File: config.mk
export PLATFORM = sky130hd
export DESIGN_NAME = dmp_ctrl
export DESIGN_NICKNAME = d
export VERILOG_FILES = /design/src/rtl/dmp_pkg.sv /design/src/rtl/dmp_pin.sv /design/src/rtl/dmp_ctrl.sv
export SDC_FILE = /design/constraint.sdc
export NUM_CORES = 1
export LEC_CHECK = 0
export CELL_PAD_IN_SITES_DETAIL_PLACEMENT = 1
export CELL_PAD_IN_SITES_GLOBAL_PLACEMENT = 2
export CORE_AREA = 3 3 61 63
export DETAILED_ROUTE_END_ITERATION = 10
export DIE_AREA = 0 0 64 66
export DONT_BUFFER_PORTS = 1
export PLACE_DENSITY = 0.77
export REMOVE_ABC_BUFFERS = 1
export SLEW_MARGIN = 20
export SYNTH_ARGS = -nofsm -noshare
export SYNTH_HDL_FRONTEND = slang
export SYNTH_SLANG_ARGS = --single-unit
File: constraint.sdc
create_clock -name clk -period 1.5 [get_ports clk]
set_input_delay 0.075 -clock clk [delete_from_list [all_inputs] [get_ports clk]]
set_output_delay 0.075 -clock clk [all_outputs]
set_load 0.01 [all_outputs]
File: src/rtl/dmp_pkg.sv
// What this block does
// - Mode 0000 powers both pin buffers down
// - Mode 0001 makes clock pin a shared input
// - Mode 0010 makes clock pin a readable input
// - Mode 0011 drives control bit 0 out
// - Mode 0100 drives the divided clock output
// - Modes 0101/0110 drive interrupt line one/two
// - Modes 1000/1001 drive secondary bit/word clock
// - Mode 1010 drives the modulator clock
// - Bit 0 ignored outside general output mode
// - Clock register bit 1 reads input buffer
// - Data pin decodes modes like clock pin
// - Data pin output mode drives its bit 0
// - Data register bit 1 reads input buffer
`default_nettype none
package dmp_pkg;
  localparam logic [7:0] DMP_OFS_RSVD = 8'h32;
  localparam logic [7:0] DMP_OFS_CLK  = 8'h33;
  localparam logic [7:0] DMP_OFS_DAT  = 8'h34;
  localparam int DMP_MODE_LSB = 2;
  localparam int DMP_MODE_MSB = 5;
  localparam int DMP_IN_BIT   = 1;
  localparam int DMP_OUT_BIT  = 0;
  localparam logic [3:0] DMP_MODE_RST = 4'h0;
  localparam logic       DMP_OUT_RST  = 1'b0;
  typedef enum logic [3:0] {
    DMP_OFF    = 4'b0000,
    DMP_INPUT  = 4'b0001,
    DMP_GPI    = 4'b0010,
    DMP_GPO    = 4'b0011,
    DMP_DIVIDED_CLOCK_OUTPUT = 4'b0100,
    DMP_INTERRUPT_LINE_ONE   = 4'b0101,
    DMP_INTERRUPT_LINE_TWO   = 4'b0110,
    DMP_SBCLK  = 4'b1000,
    DMP_SWCLK  = 4'b1001,
    DMP_MODCLK = 4'b1010
  } dmp_mode_t;
endpackage
`default_nettype wire

File: src/rtl/dmp_pin.sv
`timescale 1ns/1ns
`default_nettype none
// One multifunction pin: decodes its mode into buffer enables and output level.
module dmp_pin (
  input  wire logic       clk,          // System clock.
  input  wire logic       rst_n,        // Asynchronous reset, active low.
  input  wire logic [3:0] mode,         // Mode field.
  input  wire logic       gpo_val,      // Software output level.
  input  wire logic       divided_clock_output_src,   // Divided clock output.
  input  wire logic       int_one,      // Interrupt line one.
  input  wire logic       int_two,      // Interrupt line two.
  input  wire logic       sbclk_src,    // Secondary bit clock out.
  input  wire logic       swclk_src,    // Secondary word clock out.
  input  wire logic       modclk_src,   // Modulator clock.
  input  wire logic       pad_i,        // Pad level.
  output logic            pad_o,        // Pad drive level.
  output logic            pad_oe,       // Pad drive enable.
  output logic            in_buf,       // Input buffer state.
  output logic            in_route,     // Level to audio logic in input mode.
  output logic            gpi_route     // Level in general input mode.
);
  logic next_o;
  logic next_oe;
  logic in_en;

  always_comb
  begin
    next_oe = 1'b1;
    next_o  = 1'b0;
    unique case (mode)
      dmp_pkg::DMP_GPO:    next_o = gpo_val;
      dmp_pkg::DMP_DIVIDED_CLOCK_OUTPUT: next_o = divided_clock_output_src;
      dmp_pkg::DMP_INTERRUPT_LINE_ONE:   next_o = int_one;
      dmp_pkg::DMP_INTERRUPT_LINE_TWO:   next_o = int_two;
      dmp_pkg::DMP_SBCLK:  next_o = sbclk_src;
      dmp_pkg::DMP_SWCLK:  next_o = swclk_src;
      dmp_pkg::DMP_MODCLK: next_o = modclk_src;
      default:             next_oe = 1'b0;
    endcase
  end

  // Input buffer is on in every mode but power down.
  assign in_en = (mode != dmp_pkg::DMP_OFF);

  always_ff @(posedge clk or negedge rst_n)
  begin
    if (!rst_n)
    begin
      pad_o  <= 1'b0;
      pad_oe <= 1'b0;
    end
    else
    begin
      pad_o  <= next_o;
      pad_oe <= next_oe;
    end
  end

  always_ff @(posedge clk or negedge rst_n)
  begin
    if (!rst_n)
    begin
      in_buf    <= 1'b0;
      in_route  <= 1'b0;
      gpi_route <= 1'b0;
    end
    else
    begin
      in_buf    <= in_en & pad_i;
      in_route  <= (mode == dmp_pkg::DMP_INPUT) & pad_i;
      gpi_route <= (mode == dmp_pkg::DMP_GPI) & pad_i;
    end
  end

  a_off_no_drive: assert property (@(posedge clk) disable iff (!rst_n)
    mode == dmp_pkg::DMP_OFF |=> !pad_oe) else $error("pad driven while off");
  a_gpo_level: assert property (@(posedge clk) disable iff (!rst_n)
    mode == dmp_pkg::DMP_GPO |=> pad_oe && pad_o == $past(gpo_val))
    else $error("gpo level wrong");
  a_divided_clock_output_follow: assert property (@(posedge clk) disable iff (!rst_n)
    mode == dmp_pkg::DMP_DIVIDED_CLOCK_OUTPUT |=> pad_o == $past(divided_clock_output_src))
    else $error("divided_clock_output not routed");
  a_int_follow: assert property (@(posedge clk) disable iff (!rst_n)
    mode == dmp_pkg::DMP_INTERRUPT_LINE_TWO |=> pad_o == $past(int_two))
    else $error("int two not routed");
  a_sclk_follow: assert property (@(posedge clk) disable iff (!rst_n)
    mode == dmp_pkg::DMP_SWCLK |=> pad_o == $past(swclk_src))
    else $error("word clock not routed");
  a_mod_follow: assert property (@(posedge clk) disable iff (!rst_n)
    mode == dmp_pkg::DMP_MODCLK |=> pad_oe && pad_o == $past(modclk_src))
    else $error("modulator clock not routed");
  a_input_hiz: assert property (@(posedge clk) disable iff (!rst_n)
    (mode == dmp_pkg::DMP_INPUT || mode == dmp_pkg::DMP_GPI) |=> !pad_oe)
    else $error("input mode drives pad");
  a_gpi_read: assert property (@(posedge clk) disable iff (!rst_n)
    mode == dmp_pkg::DMP_GPI |=> in_buf == $past(pad_i))
    else $error("input buffer stale");
  a_bit0_ignored: assert property (@(posedge clk) disable iff (!rst_n)
    (mode == dmp_pkg::DMP_INTERRUPT_LINE_ONE && $stable(int_one) && $changed(gpo_val)) |=>
    pad_o == $past(int_one)) else $error("bit 0 leaks out");
  c_gpo: cover property (@(posedge clk) mode == dmp_pkg::DMP_GPO ##1 pad_o);
  c_gpi: cover property (@(posedge clk) mode == dmp_pkg::DMP_GPI ##1 in_buf);
  c_mod: cover property (@(posedge clk) mode == dmp_pkg::DMP_MODCLK ##1 pad_oe);
endmodule
`default_nettype wire

File: src/rtl/dmp_ctrl.sv
`timescale 1ns/1ns
`default_nettype none
// Register file for the two pin control registers and both pins.
module dmp_ctrl (
  input  wire logic       clk,          // System clock.
  input  wire logic       rst_n,        // Asynchronous reset, active low.
  input  wire logic [7:0] reg_addr,     // Register offset.
  input  wire logic       reg_wr,       // Write strobe.
  input  wire logic [7:0] reg_wdata,    // Write data.
  output logic      [7:0] reg_rdata,    // Read data, registered.
  input  wire logic       divided_clock_output_src,   // Divided clock output.
  input  wire logic       int_one,      // Interrupt line one.
  input  wire logic       int_two,      // Interrupt line two.
  input  wire logic       sbclk_src,    // Secondary bit clock out.
  input  wire logic       swclk_src,    // Secondary word clock out.
  input  wire logic       modclk_src,   // Modulator clock.
  input  wire logic       mic_clock_pin_i,   // Clock pad level.
  output logic            mic_clock_pin_o,   // Clock pad drive level.
  output logic            mic_clock_pin_oe,  // Clock pad drive enable.
  output logic            mic_clock_pin_in,  // Clock pad level in input mode.
  output logic            mic_clock_pin_gpi, // Clock pad level in general input mode.
  input  wire logic       mic_data_pin_i,    // Data pad level.
  output logic            mic_data_pin_o,    // Data pad drive level.
  output logic            mic_data_pin_oe,   // Data pad drive enable.
  output logic            mic_data_pin_in,   // Data pad level in input mode.
  output logic            mic_data_pin_gpi   // Data pad level in general input mode.
);
  logic [3:0] mode_q [2];
  logic [1:0] gpo_q;
  logic [1:0] in_buf;
  logic [1:0] pad_i;
  logic [1:0] pad_o;
  logic [1:0] pad_oe;
  logic [1:0] in_r;
  logic [1:0] gpi_r;
  logic [7:0] next_rdata;

  assign pad_i = {mic_data_pin_i, mic_clock_pin_i};

  function automatic logic [7:0] dmp_pack(input logic [3:0] m, input logic ib, input logic g);
    dmp_pack = {2'b00, m, ib, g};
  endfunction

  // Writes to the reserved offset and to read-only bits are dropped.
  always_ff @(posedge clk or negedge rst_n)
  begin
    if (!rst_n)
    begin
      mode_q[0] <= dmp_pkg::DMP_MODE_RST;
      mode_q[1] <= dmp_pkg::DMP_MODE_RST;
      gpo_q     <= {2{dmp_pkg::DMP_OUT_RST}};
    end
    else if (reg_wr && reg_addr == dmp_pkg::DMP_OFS_CLK)
    begin
      mode_q[0] <= reg_wdata[dmp_pkg::DMP_MODE_MSB:dmp_pkg::DMP_MODE_LSB];
      gpo_q[0]  <= reg_wdata[dmp_pkg::DMP_OUT_BIT];
    end
    else if (reg_wr && reg_addr == dmp_pkg::DMP_OFS_DAT)
    begin
      mode_q[1] <= reg_wdata[dmp_pkg::DMP_MODE_MSB:dmp_pkg::DMP_MODE_LSB];
      gpo_q[1]  <= reg_wdata[dmp_pkg::DMP_OUT_BIT];
    end
  end

  always_comb
  begin
    next_rdata = 8'h00;
    if (reg_addr == dmp_pkg::DMP_OFS_CLK)
      next_rdata = dmp_pack(mode_q[0], in_buf[0], gpo_q[0]);
    else if (reg_addr == dmp_pkg::DMP_OFS_DAT)
      next_rdata = dmp_pack(mode_q[1], in_buf[1], gpo_q[1]);
  end

  always_ff @(posedge clk or negedge rst_n)
  begin
    if (!rst_n)
      reg_rdata <= 8'h00;
    else
      reg_rdata <= next_rdata;
  end

  genvar gi;
  generate
    for (gi = 0; gi < 2; gi++)
    begin : g_pin
      dmp_pin u_pin (
        .clk        (clk),
        .rst_n      (rst_n),
        .mode       (mode_q[gi]),
        .gpo_val    (gpo_q[gi]),
        .divided_clock_output_src (divided_clock_output_src),
        .int_one    (int_one),
        .int_two    (int_two),
        .sbclk_src  (sbclk_src),
        .swclk_src  (swclk_src),
        .modclk_src (modclk_src),
        .pad_i      (pad_i[gi]),
        .pad_o      (pad_o[gi]),
        .pad_oe     (pad_oe[gi]),
        .in_buf     (in_buf[gi]),
        .in_route   (in_r[gi]),
        .gpi_route  (gpi_r[gi])
      );
    end
  endgenerate

  assign mic_clock_pin_o   = pad_o[0];
  assign mic_clock_pin_oe  = pad_oe[0];
  assign mic_clock_pin_in  = in_r[0];
  assign mic_clock_pin_gpi = gpi_r[0];
  assign mic_data_pin_o    = pad_o[1];
  assign mic_data_pin_oe   = pad_oe[1];
  assign mic_data_pin_in   = in_r[1];
  assign mic_data_pin_gpi  = gpi_r[1];

  a_write_applies: assert property (@(posedge clk) disable iff (!rst_n)
    reg_wr && reg_addr == dmp_pkg::DMP_OFS_DAT && reg_wdata[5:2] == 4'h3 ##1 !reg_wr
    |=> mic_data_pin_oe && mic_data_pin_o == $past(reg_wdata[0], 2))
    else $error("data pin write not applied");
  a_rsvd_reads_zero: assert property (@(posedge clk) disable iff (!rst_n)
    reg_addr == dmp_pkg::DMP_OFS_CLK |=> reg_rdata[7:6] == 2'b00)
    else $error("reserved bits nonzero");
  c_wr_clk: cover property (@(posedge clk) reg_wr && reg_addr == dmp_pkg::DMP_OFS_CLK);
  c_wr_dat: cover property (@(posedge clk) reg_wr && reg_addr == dmp_pkg::DMP_OFS_DAT);
endmodule
`default_nettype wire

; After elaboration in Yosys (flattened, before gate mapping)
; Index checks and enable logic that the tools add are counted.
[totals]
regBits = 28
in_bits = 27
out_inout_bits = 16
wordCells = 55
[classes]
n_eq_ne = 20
mux = 6
bitwise = 7
n_reduce_logical = 7
[op_table]
columns = op, count
row1 = "4-bit by 3-bit == test with 1-bit output, second input constant", 6
row2 = "4-bit == test, second input constant", 6
row3 = "4-bit by 2-bit == test with 1-bit output, second input constant", 4
row4 = "8-bit by 6-bit == test with 1-bit output, second input constant", 2
row5 = 1-bit one-hot mux with 7 select lines, 2
row6 = 7-bit OR reduction, 2
row7 = 6-bit two-way mux, 2
row8 = "4-bit by 1-bit == test with 1-bit output, second input constant", 2
row9 = 4-bit nonzero test, 2
row10 = 1-bit AND, 6
row11 = 1-bit logical AND, 2
row12 = 1-bit two-way mux, 2
row13 = 2-bit AND reduction, 1
row14 = 1-bit inverter, 1

; Logic depth before layout (Yosys ltp)
; Gate-level depths: netlist of the first run.
[logic_depth]
ltp_word = 4
depth_mapped = 4
ltp_nobuf = 3

; By module
; From an unflattened synthesis of the first run, not the netlist that was laid out.
[hier_totals]
hier_cells = 99
area_unflattened_um2 = 1262.5
[modules_own_cells]
columns = module, instances, cells_per_inst, area_each_um2, seq_area_each_um2
row1 = dmp_ctrl, 1, 49, 689.4, 400.4
row2 = dmp_pin, 2, 25, 286.5, 125.1

; Worst setup path after synthesis of the first run
; No wires, ideal clock.
[synth_path]
path_kind = register -> register
from = reg mode_q[0] in the netlist's numbering
to = reg g_pin[1].u_pin.pad_o
setup_time_ns = 0.078
arrival_time_ns = 1.106
t_required_ns = 1.422
slack_ns = 0.316
stages_incl_launch_ff = 5
path_buffers = 1
synth_period_minus_slack_ns = 1.184
path_cell_list = dfrtp_1 -> clkbuf_1 -> nand2b_1 -> o221a_2 -> o2bb2ai_1
[synth_between]
elab_chain_len = 2
elab_cells_between_ends = 8
classes_between = eq/ne (7) / mux (1)
[synth_lines]
columns = item, line
row1 = start: declaration, dmp_ctrl.sv:28  ; logic [3:0] mode_q [2];
row2 = 4-bit == test (tied with other cells), dmp_pin.sv:30  ; unique case (mode)
row3 = 1-bit one-hot mux with 7 select lines *, dmp_pin.sv:30
row4 = via g_pin[1].u_pin.next_o, dmp_pin.sv:22  ; logic next_o;
row5 = end signal: assignment, dmp_pin.sv:54  ; pad_o <= next_o;
row6 = end: declaration, dmp_pin.sv:16  ; output logic pad_o,
; Mark *: on every way through the listed nets, which the timed path passes. The rest lies on a longest branch.
; A chain may end at the register's enable or synchronous reset.

==> impl_metrics.json, run 1 <==
{
  "clock-sinks": 26,
  "length_in_cells_of_the_worst_reg_to_reg_path": 2,
  "worst-setup-path-type": "register to register",
  "placementRows": 21,
  "initial_core_util": 0.372,
  "postSynthAreaPerCell_um2": 11.9,
  "hpwl_um": 1930,
  "synth_edf_count": 0,
  "core_area_um2": 3280,
  "worstPathRequired_ns": 1.76,
  "antenna_violations_before_repair": 0,
  "finalHoldWorstSlack_ns": 0.0120,
  "finalWeightedCongestion": 0.772,
  "drv.max_cap_violation_count": 0,
  "crit_path_leading_delay_family": "buffers and inverters",
  "crit_chain": "mux2_2, dlygate4sd3_1",
  "dr.first_iter.drc_count": 24,
  "ctsHtreeMaxLevel": 1,
  "grt_pass1_wl_um": 4960,
  "postRouteAntennaNets": 0,
  "insertedDiodeCount": 0,
  "critical_path.n_buffers_inverters": 1,
  "detail_route.vias_per_cell": 5.26,
  "period_minus_slack_ns": 1.43,
  "final.setup_skew_ns": 0.0137,
  "totalNegativeSetupSlack_ns": 0,
  "insertion_delay_to_the_later_sink_of_the_worst_skew_pair_ns": 0.35,
  "synth.ff_latch_count": 26,
  "power.static_leakage_nw": 0.623,
  "cts_made_buffers": 3,
  "timing.critical_path.arrival_ns": 1.69,
  "rsz0062_at_grt": "no",
  "rr_startpoint": "mode_q[2]",
  "global_route.overflow_total": 0,
  "final-hold-violation-count": 0,
  "final_cell_count_no_fill": 165,
  "power_density_nw_per_um2": 939,
  "path_clk_slew_ns": 0.15,
  "syn-instance-count": 103,
  "irDropWorstVdd_mv": 0.310,
  "nets": 147,
  "max_stage_delay_ns": 0.56,
  "postSynth.topFlopCell": "dfrtp_1",
  "crit_fanout": 8,
  "ioPinCount": 43,
  "via_count": 868,
  "synth_seq_area_share": 0.532,
  "yosys_warning_count": 0,
  "post_route_cells_drive_above_1_share": 0.210,
  "post_cts_repair_setup_buffers": 0,
  "post-synth-top-count-cell": "dfrtp_1",
  "die_width_um": 64,
  "post-synth-top-area-cell": "dfrtp_1",
  "maximum_number_of_pins_on_one_net_before_global_route_repair": 27,
  "pre_cts_ws_ns": 0.290,
  "clk_root_buffer_cell": "clkbuf_4",
  "timing.critical_path.to": "mode_q[2]",
  "fp.dieArea_um2": 4220,
  "synth.cells.most_frequent": "26 x dfrtp_1, 12 x nor2_1, 10 x mux2_2",
  "max_freq_ghz": 0.700,
  "crit_start": "mode_q[2]",
  "synthToLayoutAreaGrowth_pct": 22.2,
  "drv_slew": 0,
  "setup.worst_path.end_class": "register",
  "wirelength_um": 2980,
  "grt_pass1_vias": 934,
  "r2r_end": "mode_q[2]",
  "finalWorstSetupSlack_ns": 0.0713,
  "post_synth_num_cell_types": 29,
  "flop_to_flop_setup_slack_ns": 0.07,
  "route.detailed.drc": 0,
  "io_buffers": 0,
  "netlist_top_cells_area": "dfrtp_1 53%, mux2_2 9.2%, a22oi_1 3.7%, nor2_1 3.7%, mux2i_1 3.3%",
  "final.period_utilization": 0.952,
  "synth.cell_area_um2": 1220,
  "avgRoutedWirePerCell_um": 18.0,
  "post-synth-top-area-fraction": 0.532,
  "grt_use_total": 0.158,
  "outcome": "completed",
  "fillers": 360,
  "critPathSlowestCell": "dlygate4sd3_1",
  "cts_buffer_depth": 2,
  "tritoncts": "yes",
  "dr.pass1.iters": 4,
  "holdCritPathClass": "input pin to register",
  "numPlacedInstances": 144,
  "worstSetupPathDepth": 2,
  "synthArstFlopShare": 1.00,
  "report.final.setup_viol": 0,
  "final_util": 0.455,
  "kind_of_start_point_of_the_critical_path": "register",
  "chipHeight_um": 66
}
==> worst min-delay path by stage <==
stage | start | endpoint | slack, ns | cells after the start
after floorplan | rst_n | g_pin[0].u_pin.gpi_route | -0.22 | 0
after global placement | rst_n | g_pin[0].u_pin.in_route | -0.22 | 0
after detailed placement | rst_n | g_pin[1].u_pin.pad_o | -0.22 | 0
after CTS | reg_wr | gpo_q[0] | 0.01 | 2
after global routing | reg_wr | mode_q[5] | 0.02 | 2
final | reg_wr | gpo_q[0] | 0.01 | 2
==> state kept, by name (all words and copies together) (netlist names) <==
register,flops
mode_q,8
reg_rdata,6
g_pin.u_pin.gpi_route,2
g_pin.u_pin.in_buf,2
g_pin.u_pin.in_route,2
g_pin.u_pin.pad_o,2
g_pin.u_pin.pad_oe,2
gpo_q,2
==> logic make-up (layout without fill, tap and decap cells) <==
| family | Yosys count | in the layout | share of synthesized area |
|---|---|---|---|
| AND/OR/NAND/NOR | 36 | 36 | 0.190 |
| other | 1 | 2 | 0.00307 |
| multiplexers | 14 | 14 | 0.125 |
| buffers and inverters | 9 | 24 | 0.0348 |
| AO/OA/AOI/OAI | 16 | 16 | 0.107 |
| flip-flops | 26 | 26 | 0.532 |
| XOR/XNOR | 1 | 1 | 0.00717 |
==> layer usage <==
layer	GRT usage	up-vias	wire (µm)	share of wire
met1	0.178	446	1230	0.41
met3	0.0357	5	101	0.034
met5	0	-	0	0
li1	-	396	-	-
met2	0.271	21	1560	0.53
met4	0.0970	0	80	0.027
==> repair_timing <==
action / CTS / global route
hold buffers: 17 / 0
resized for setup: 0 / 1
endpoints found under the hold margin: 48 / 0
endpoints found under the setup margin: 0 / 1
==> worst register-to-register path, stage by stage, from the launching register on <==
cell and delay (ns):
dfrtp_2 0.50, mux2_2 0.28, dlygate4sd3_1 0.56
==> layout by cell type (no fill, tap or decap), types with 3 or more instances in the layout <==
master	count
mux2_2	10
mux2i_1	4
nand2_1	6
dlygate4sd3_1	16
clkbuf_4	3
a22oi_1	6
nand2b_1	6
nor2_1	12
dfrtp_1	25
==> report_power, final <==
part	internal, mW	total [mW]	switching [mW]
Combinational	0.0750	0.132	0.0569
Sequential	0.729	0.769	0.0395
Clock	0.271	0.502	0.230
==> cell type report <==
class | count | area (µm²) | share of cell area
Clock buffer | 3 | 22.5 | 0.0151
Tap cell | 46 | 57.6 | 0.0385
Timing Repair Buffer | 19 | 195 | 0.131
Clock inverter | 1 | 30.0 | 0.0201
Inverter | 1 | 3.75 | 0.00251
Sequential cell | 26 | 652 | 0.436
Multi-Input combinational cell | 69 | 533 | 0.357
==> through the flow <==
step	cell area [µm²]	total power, mW
finish	1490	1.40
global route	1490	1.47
CTS	1490	1.41
detailed placement	1260	0.860
global placement	1260	0.856
floorplan	1190	0.834
(Power assumes the default switching activity.)
==> inputs of run 2 (changes only) <==
==> constraint.sdc (replaced) <==
create_clock -name clk -period 1.45 [get_ports clk]
set_input_delay 0.0725 -clock clk [delete_from_list [all_inputs] [get_ports clk]]
set_output_delay 0.0725 -clock clk [all_outputs]
set_load 0.01 [all_outputs]
==> run 2 against run 1 <==
Against the previous run: core utilization down 1.9 points; largest cell class unchanged; combinational power decreased by 5%; flip-flop and latch count unchanged; setup slack better by 0.12 ns; largest power group unchanged; critical endpoint is now g_pin[1].u_pin.pad_o; fmax is 14% higher; first-iteration DRC count shrank 42%; global-route usage is 1.6 points lower.
==> impl_metrics.json, run 2 (synthesized netlist as in run 1, its figures left out) <==
{
  "outcome": "completed",
  "synthToLayoutAreaGrowth_pct": 17.2,
  "timing.critical_path.arrival_ns": 1.50,
  "avgRoutedWirePerCell_um": 17.2,
  "max_freq_ghz": 0.795,
  "cts.repair.resized": 0,
  "io_buffers": 0,
  "power.static_leakage_nw": 0.604,
  "fillers": 353,
  "irDropWorstVdd_mv": 0.304,
  "totalNegativeSetupSlack_ns": 0,
  "placed_cell_area_um2": 1260,
  "p_switching_mw": 0.321,
  "clk_root_buffer_cell": "clkbuf_4",
  "max_stage_delay_ns": 0.55,
  "antenna_violations_before_repair": 0,
  "critPathSlowestCell": "dfrtp_1",
  "post_route_cells_drive_above_1_share": 0.212,
  "clock-sinks": 26,
  "dr.first_iter.drc_count": 14,
  "fp.dieArea_um2": 4220,
  "final.setup_skew_ns": 0.00857,
  "insertion_delay_to_the_later_sink_of_the_worst_skew_pair_ns": 0.32,
  "final.period_utilization": 0.868,
  "worst-setup-path-type": "register to register",
  "sequentialPowerShare": 0.558,
  "crit_fanout": 9,
  "tritoncts": "yes",
  "grt_pass1_wl_um": 4620,
  "postRouteAntennaNets": 0,
  "die_width_um": 64,
  "report.final.setup_viol": 0,
  "top_regs": "mode_q: 8 flops, reg_rdata: 6 flops",
  "ioPinCount": 43,
  "initial_core_util": 0.372,
  "path_clk_slew_ns": 0.15,
  "grt_pass1_vias": 905,
  "wirelength_um": 2740,
  "hpwl_um": 1990,
  "holdCritPathClass": "input pin to register",
  "via_count": 847,
  "final-hold-violation-count": 0,
  "period_minus_slack_ns": 1.26,
  "comb_power_share": 0.088,
  "power_density_nw_per_um2": 994,
  "ctsHtreeMaxLevel": 1,
  "kind_of_start_point_of_the_critical_path": "register",
  "global_route.overflow_total": 0,
  "drv.max_cap_violation_count": 0,
  "grt_use_total": 0.142,
  "cts_made_buffers": 3,
  "chipHeight_um": 66,
  "dr.pass1.iters": 4,
  "largest_register_ffs": 8,
  "internal_power_mw": 1.10,
  "route.detailed.drc": 0,
  "p_clk_frac": 0.354,
  "swShare": 0.226,
  "rsz0062_at_grt": "no",
  "most_flops_register": "mode_q",
  "nets": 141,
  "placementRows": 21,
  "drv_slew": 0,
  "core_area_um2": 3280,
  "most-common-layout-cells": "26 x dfrtp_1, 12 x nor2_1, 10 x mux2_2, 10 x dlygate4sd3_1",
  "post_route_cell_area_um2": 1430,
  "finalWeightedCongestion": 0.773,
  "cts_buffer_depth": 2,
  "worstPathRequired_ns": 1.69,
  "setup.worst_path.end_class": "register",
  "crit_chain": "nand2b_1, o221a_2, o2bb2ai_1",
  "detail_route.vias_per_cell": 5.33,
  "leading_cell_type_in_the_layout_fill_and_taps_excluded": "dfrtp_1",
  "insertedDiodeCount": 0,
  "maximum_number_of_pins_on_one_net_before_global_route_repair": 27,
  "design_power_total_mw": 1.42
}
run 2: final cells by class:
type / count / area, µm² / area share
inverters: 1 / 3.75 / 0.00262
flip-flops and latches: 26 / 651 / 0.454
repair buffers: 13 / 135 / 0.0943
clock inverters: 1 / 30.0 / 0.0210
well taps: 46 / 57.6 / 0.0402
multi-input cells: 69 / 533 / 0.372
clock buffers: 3 / 22.5 / 0.0157
run 2: timing repair:
action                                 CTS  global route
hold buffers                            11             0
endpoints found under the hold margin   47             0
setup buffers                            0             0
run 2: layer usage:
layer,up-vias,track usage,share of wire
met4,0,0.0647,0.016
met3,4,0.0221,0.034
met1,436,0.166,0.41
li1,387,-,-
met5,-,0,0
met2,20,0.253,0.54
run 2: per-stage QoR:
stage	hold slack [ns]	std cells	util	worst slack (ns)
floorplan	-0.223	96	-	0.347
global placement	-0.222	144	0.384	0.236
detailed placement	-0.222	144	0.384	0.239
CTS	0.00391	159	0.436	0.189
global route	0.0308	159	0.436	0.123
finish	0.0104	159	0.436	0.192
run 2: path summary, 6_finish.rpt:
kind                                        from                 endpoint  slack [ns]  cells after the start
setup / recovery                       mode_q[1]     g_pin[1].u_pin.pad_o        0.19                      3
hold / removal                       reg_addr[5]             reg_rdata[5]        0.01                      2
setup reg to reg                       mode_q[1]     g_pin[1].u_pin.pad_o        0.19                      3
hold reg to reg            g_pin[1].u_pin.in_buf             reg_rdata[1]        0.57                      2
max in group asynchronous                  rst_n  g_pin[1].u_pin.in_route        1.13                      2
min in group asynchronous                  rst_n             reg_rdata[0]        0.16                      2
run 2: power groups by stage:
| stage | Sequential (mW) | Clock (mW) | Combinational (mW) |
|---|---|---|---|
| 6_report | 0.795 | 0.504 | 0.126 |
| 5_1_grt | 0.801 | 0.549 | 0.142 |
| 4_1_cts | 0.795 | 0.513 | 0.128 |
| 3_5_place_dp | 0.810 | 0 | 0.0804 |
| 3_3_place_gp | 0.808 | 0 | 0.0770 |
| 2_1_floorplan | 0.797 | 0 | 0.0658 |
run 2: worst max-delay path: cells and delay by family (launching register included):
family	cells	cell delay (ns)
flops	1	0.55
compound gates	2	0.48
simple gates	1	0.15
==> inputs of run 3 (changes only) <==
--- a/config.mk
+++ b/config.mk
@@ -12,7 +12,6 @@
 export DIE_AREA = 0 0 64 66
 export DONT_BUFFER_PORTS = 1
 export PLACE_DENSITY = 0.77
-export REMOVE_ABC_BUFFERS = 1
 export SLEW_MARGIN = 20
 export SYNTH_ARGS = -nofsm -noshare
 export SYNTH_HDL_FRONTEND = slang
==> run 3 against run 2 <==
Against the previous run: combinational power down 6%; critical endpoint unchanged; core utilization down 0.53 points; design area down 1.2%; clock skew down 0.0067 ns; clock-buffer cell count unchanged; largest cell class unchanged; worst hold slack better by 0.0072 ns.
==> impl_metrics.json, run 3 (synthesized netlist as in run 1, its figures left out) <==
{
  "drv.max_cap_violation_count": 0,
  "final.period_utilization": 0.872,
  "max_freq_ghz": 0.791,
  "dr_wl_met2_um": 1350,
  "power_density_nw_per_um2": 989,
  "insertion_delay_to_the_later_sink_of_the_worst_skew_pair_ns": 0.31,
  "insertedDiodeCount": 0,
  "avgRoutedWirePerCell_um": 16.4,
  "rsz0062_at_grt": "no",
  "initial_core_util": 0.372,
  "period_minus_slack_ns": 1.26,
  "maximum_number_of_pins_on_one_net_before_global_route_repair": 27,
  "most_flops_register": "mode_q",
  "ctsHtreeMaxLevel": 1,
  "chipHeight_um": 66,
  "postRouteAntennaNets": 0,
  "outcome": "completed",
  "crit_fanout": 9,
  "via_count": 813,
  "totalNegativeSetupSlack_ns": 0,
  "design_power_total_mw": 1.40,
  "placementRows": 21,
  "fp.dieArea_um2": 4220,
  "die_width_um": 64,
  "tritoncts": "yes",
  "detail_route.vias_per_cell": 5.18,
  "route.detailed.drc": 0,
  "most-common-layout-cells": "26 x dfrtp_1, 12 x nor2_1, 10 x mux2_2, 9 x dlygate4sd3_1",
  "global_route.overflow_total": 0,
  "cts_made_buffers": 3,
  "setup.worst_path.end_class": "register",
  "report.final.setup_viol": 0,
  "highest-signal-layer": "met4",
  "clk_root_buffer_cell": "clkbuf_4",
  "fillers": 357,
  "timing.critical_path.arrival_ns": 1.51,
  "holdCritPathClass": "input pin to register",
  "irDropWorstVdd_mv": 0.357,
  "clock-sinks": 26,
  "hpwl_um": 1950,
  "grt_use_total": 0.132,
  "met1_length_um": 1070,
  "finalWeightedCongestion": 0.784,
  "wirelength_um": 2570,
  "dr.first_iter.drc_count": 10,
  "kind_of_start_point_of_the_critical_path": "register",
  "synthToLayoutAreaGrowth_pct": 15.8,
  "leading_cell_type_in_the_layout_fill_and_taps_excluded": "dfrtp_1",
  "path_clk_slew_ns": 0.14,
  "cts_buffer_depth": 2,
  "ioPinCount": 43,
  "grt_pass1_vias": 865,
  "worst-setup-path-type": "register to register",
  "nets": 139,
  "top_regs": "mode_q: 8 flops, reg_rdata: 6 flops",
  "final.setup_skew_ns": 0.00189,
  "grt_pass1_wl_um": 4310,
  "post_route_cells_drive_above_1_share": 0.207,
  "drv_slew": 0,
  "detailroute.wirelength.met3_um": 89,
  "final-hold-violation-count": 0,
  "dr.pass1.iters": 4,
  "power.static_leakage_nw": 0.594,
  "largest_register_ffs": 8,
  "flop_to_flop_setup_slack_ns": 0.19,
  "io_buffers": 0,
  "antenna_violations_before_repair": 0,
  "worstPathRequired_ns": 1.70,
  "core_area_um2": 3280,
  "post_cts_repair_setup_buffers": 0
}
run 3: layout make-up:
cell class                 count  area, µm²  share of cell area
sequential                    26        651               0.460
multi-input combinational     69        533               0.377
timing repair buffer          11        118              0.0831
tap                           46       57.6              0.0407
clock inverter                 1       30.0              0.0212
clock buffer                   3       22.5              0.0159
inverter                       1       3.75             0.00265
run 3: critical path, cell delays in order, from the launching register on:
cell and delay (ns):
dfrtp_1 0.52, nand2b_1 0.23, o221a_2 0.31, o2bb2ai_1 0.14
run 3: worst paths after layout:
kind | to | cells past startpoint | startpoint
hold / removal | reg_rdata[3] | 2 | reg_addr[4]
hold reg to reg | reg_rdata[1] | 2 | g_pin[0].u_pin.in_buf
min in group asynchronous | g_pin[0].u_pin.pad_o | 2 | rst_n
setup / recovery | g_pin[1].u_pin.pad_o | 3 | mode_q[0]
setup reg to reg | g_pin[1].u_pin.pad_o | 3 | mode_q[0]
max in group asynchronous | mode_q[2] | 2 | rst_n
run 3: per-layer routing:
metal  global-route usage  up-vias
met2                0.230       20
met1                0.159      406
met5                    0        -
met3               0.0238        6
li1                     -      381
met4               0.0566        0
run 3: power by group:
group	switching, mW	internal (mW)
clock	0.206	0.279
sequential	0.0420	0.754
combinational	0.0516	0.0662
total	0.300	1.10
run 3: timing repair:
action / 4_1_cts / 5_1_grt
hold buffers: 10 / 0
setup endpoints to repair: 0 / 0
resized for setup: 0 / 0
hold endpoints to repair: 42 / 0
run 3: through the flow:
stage / hold WS [ns] / std cells / worst slack (ns) / util / cell area (µm²)
detailed placement: -0.222 / 143 / 0.212 / 0.381 / 1250
CTS: 0.00913 / 157 / 0.183 / 0.431 / 1420
global placement: -0.222 / 143 / 0.240 / 0.381 / 1250
global route: 0.0157 / 157 / 0.107 / 0.431 / 1420
floorplan: -0.223 / 104 / 0.266 / - / 1230
finish: 0.0177 / 157 / 0.186 / 0.431 / 1420
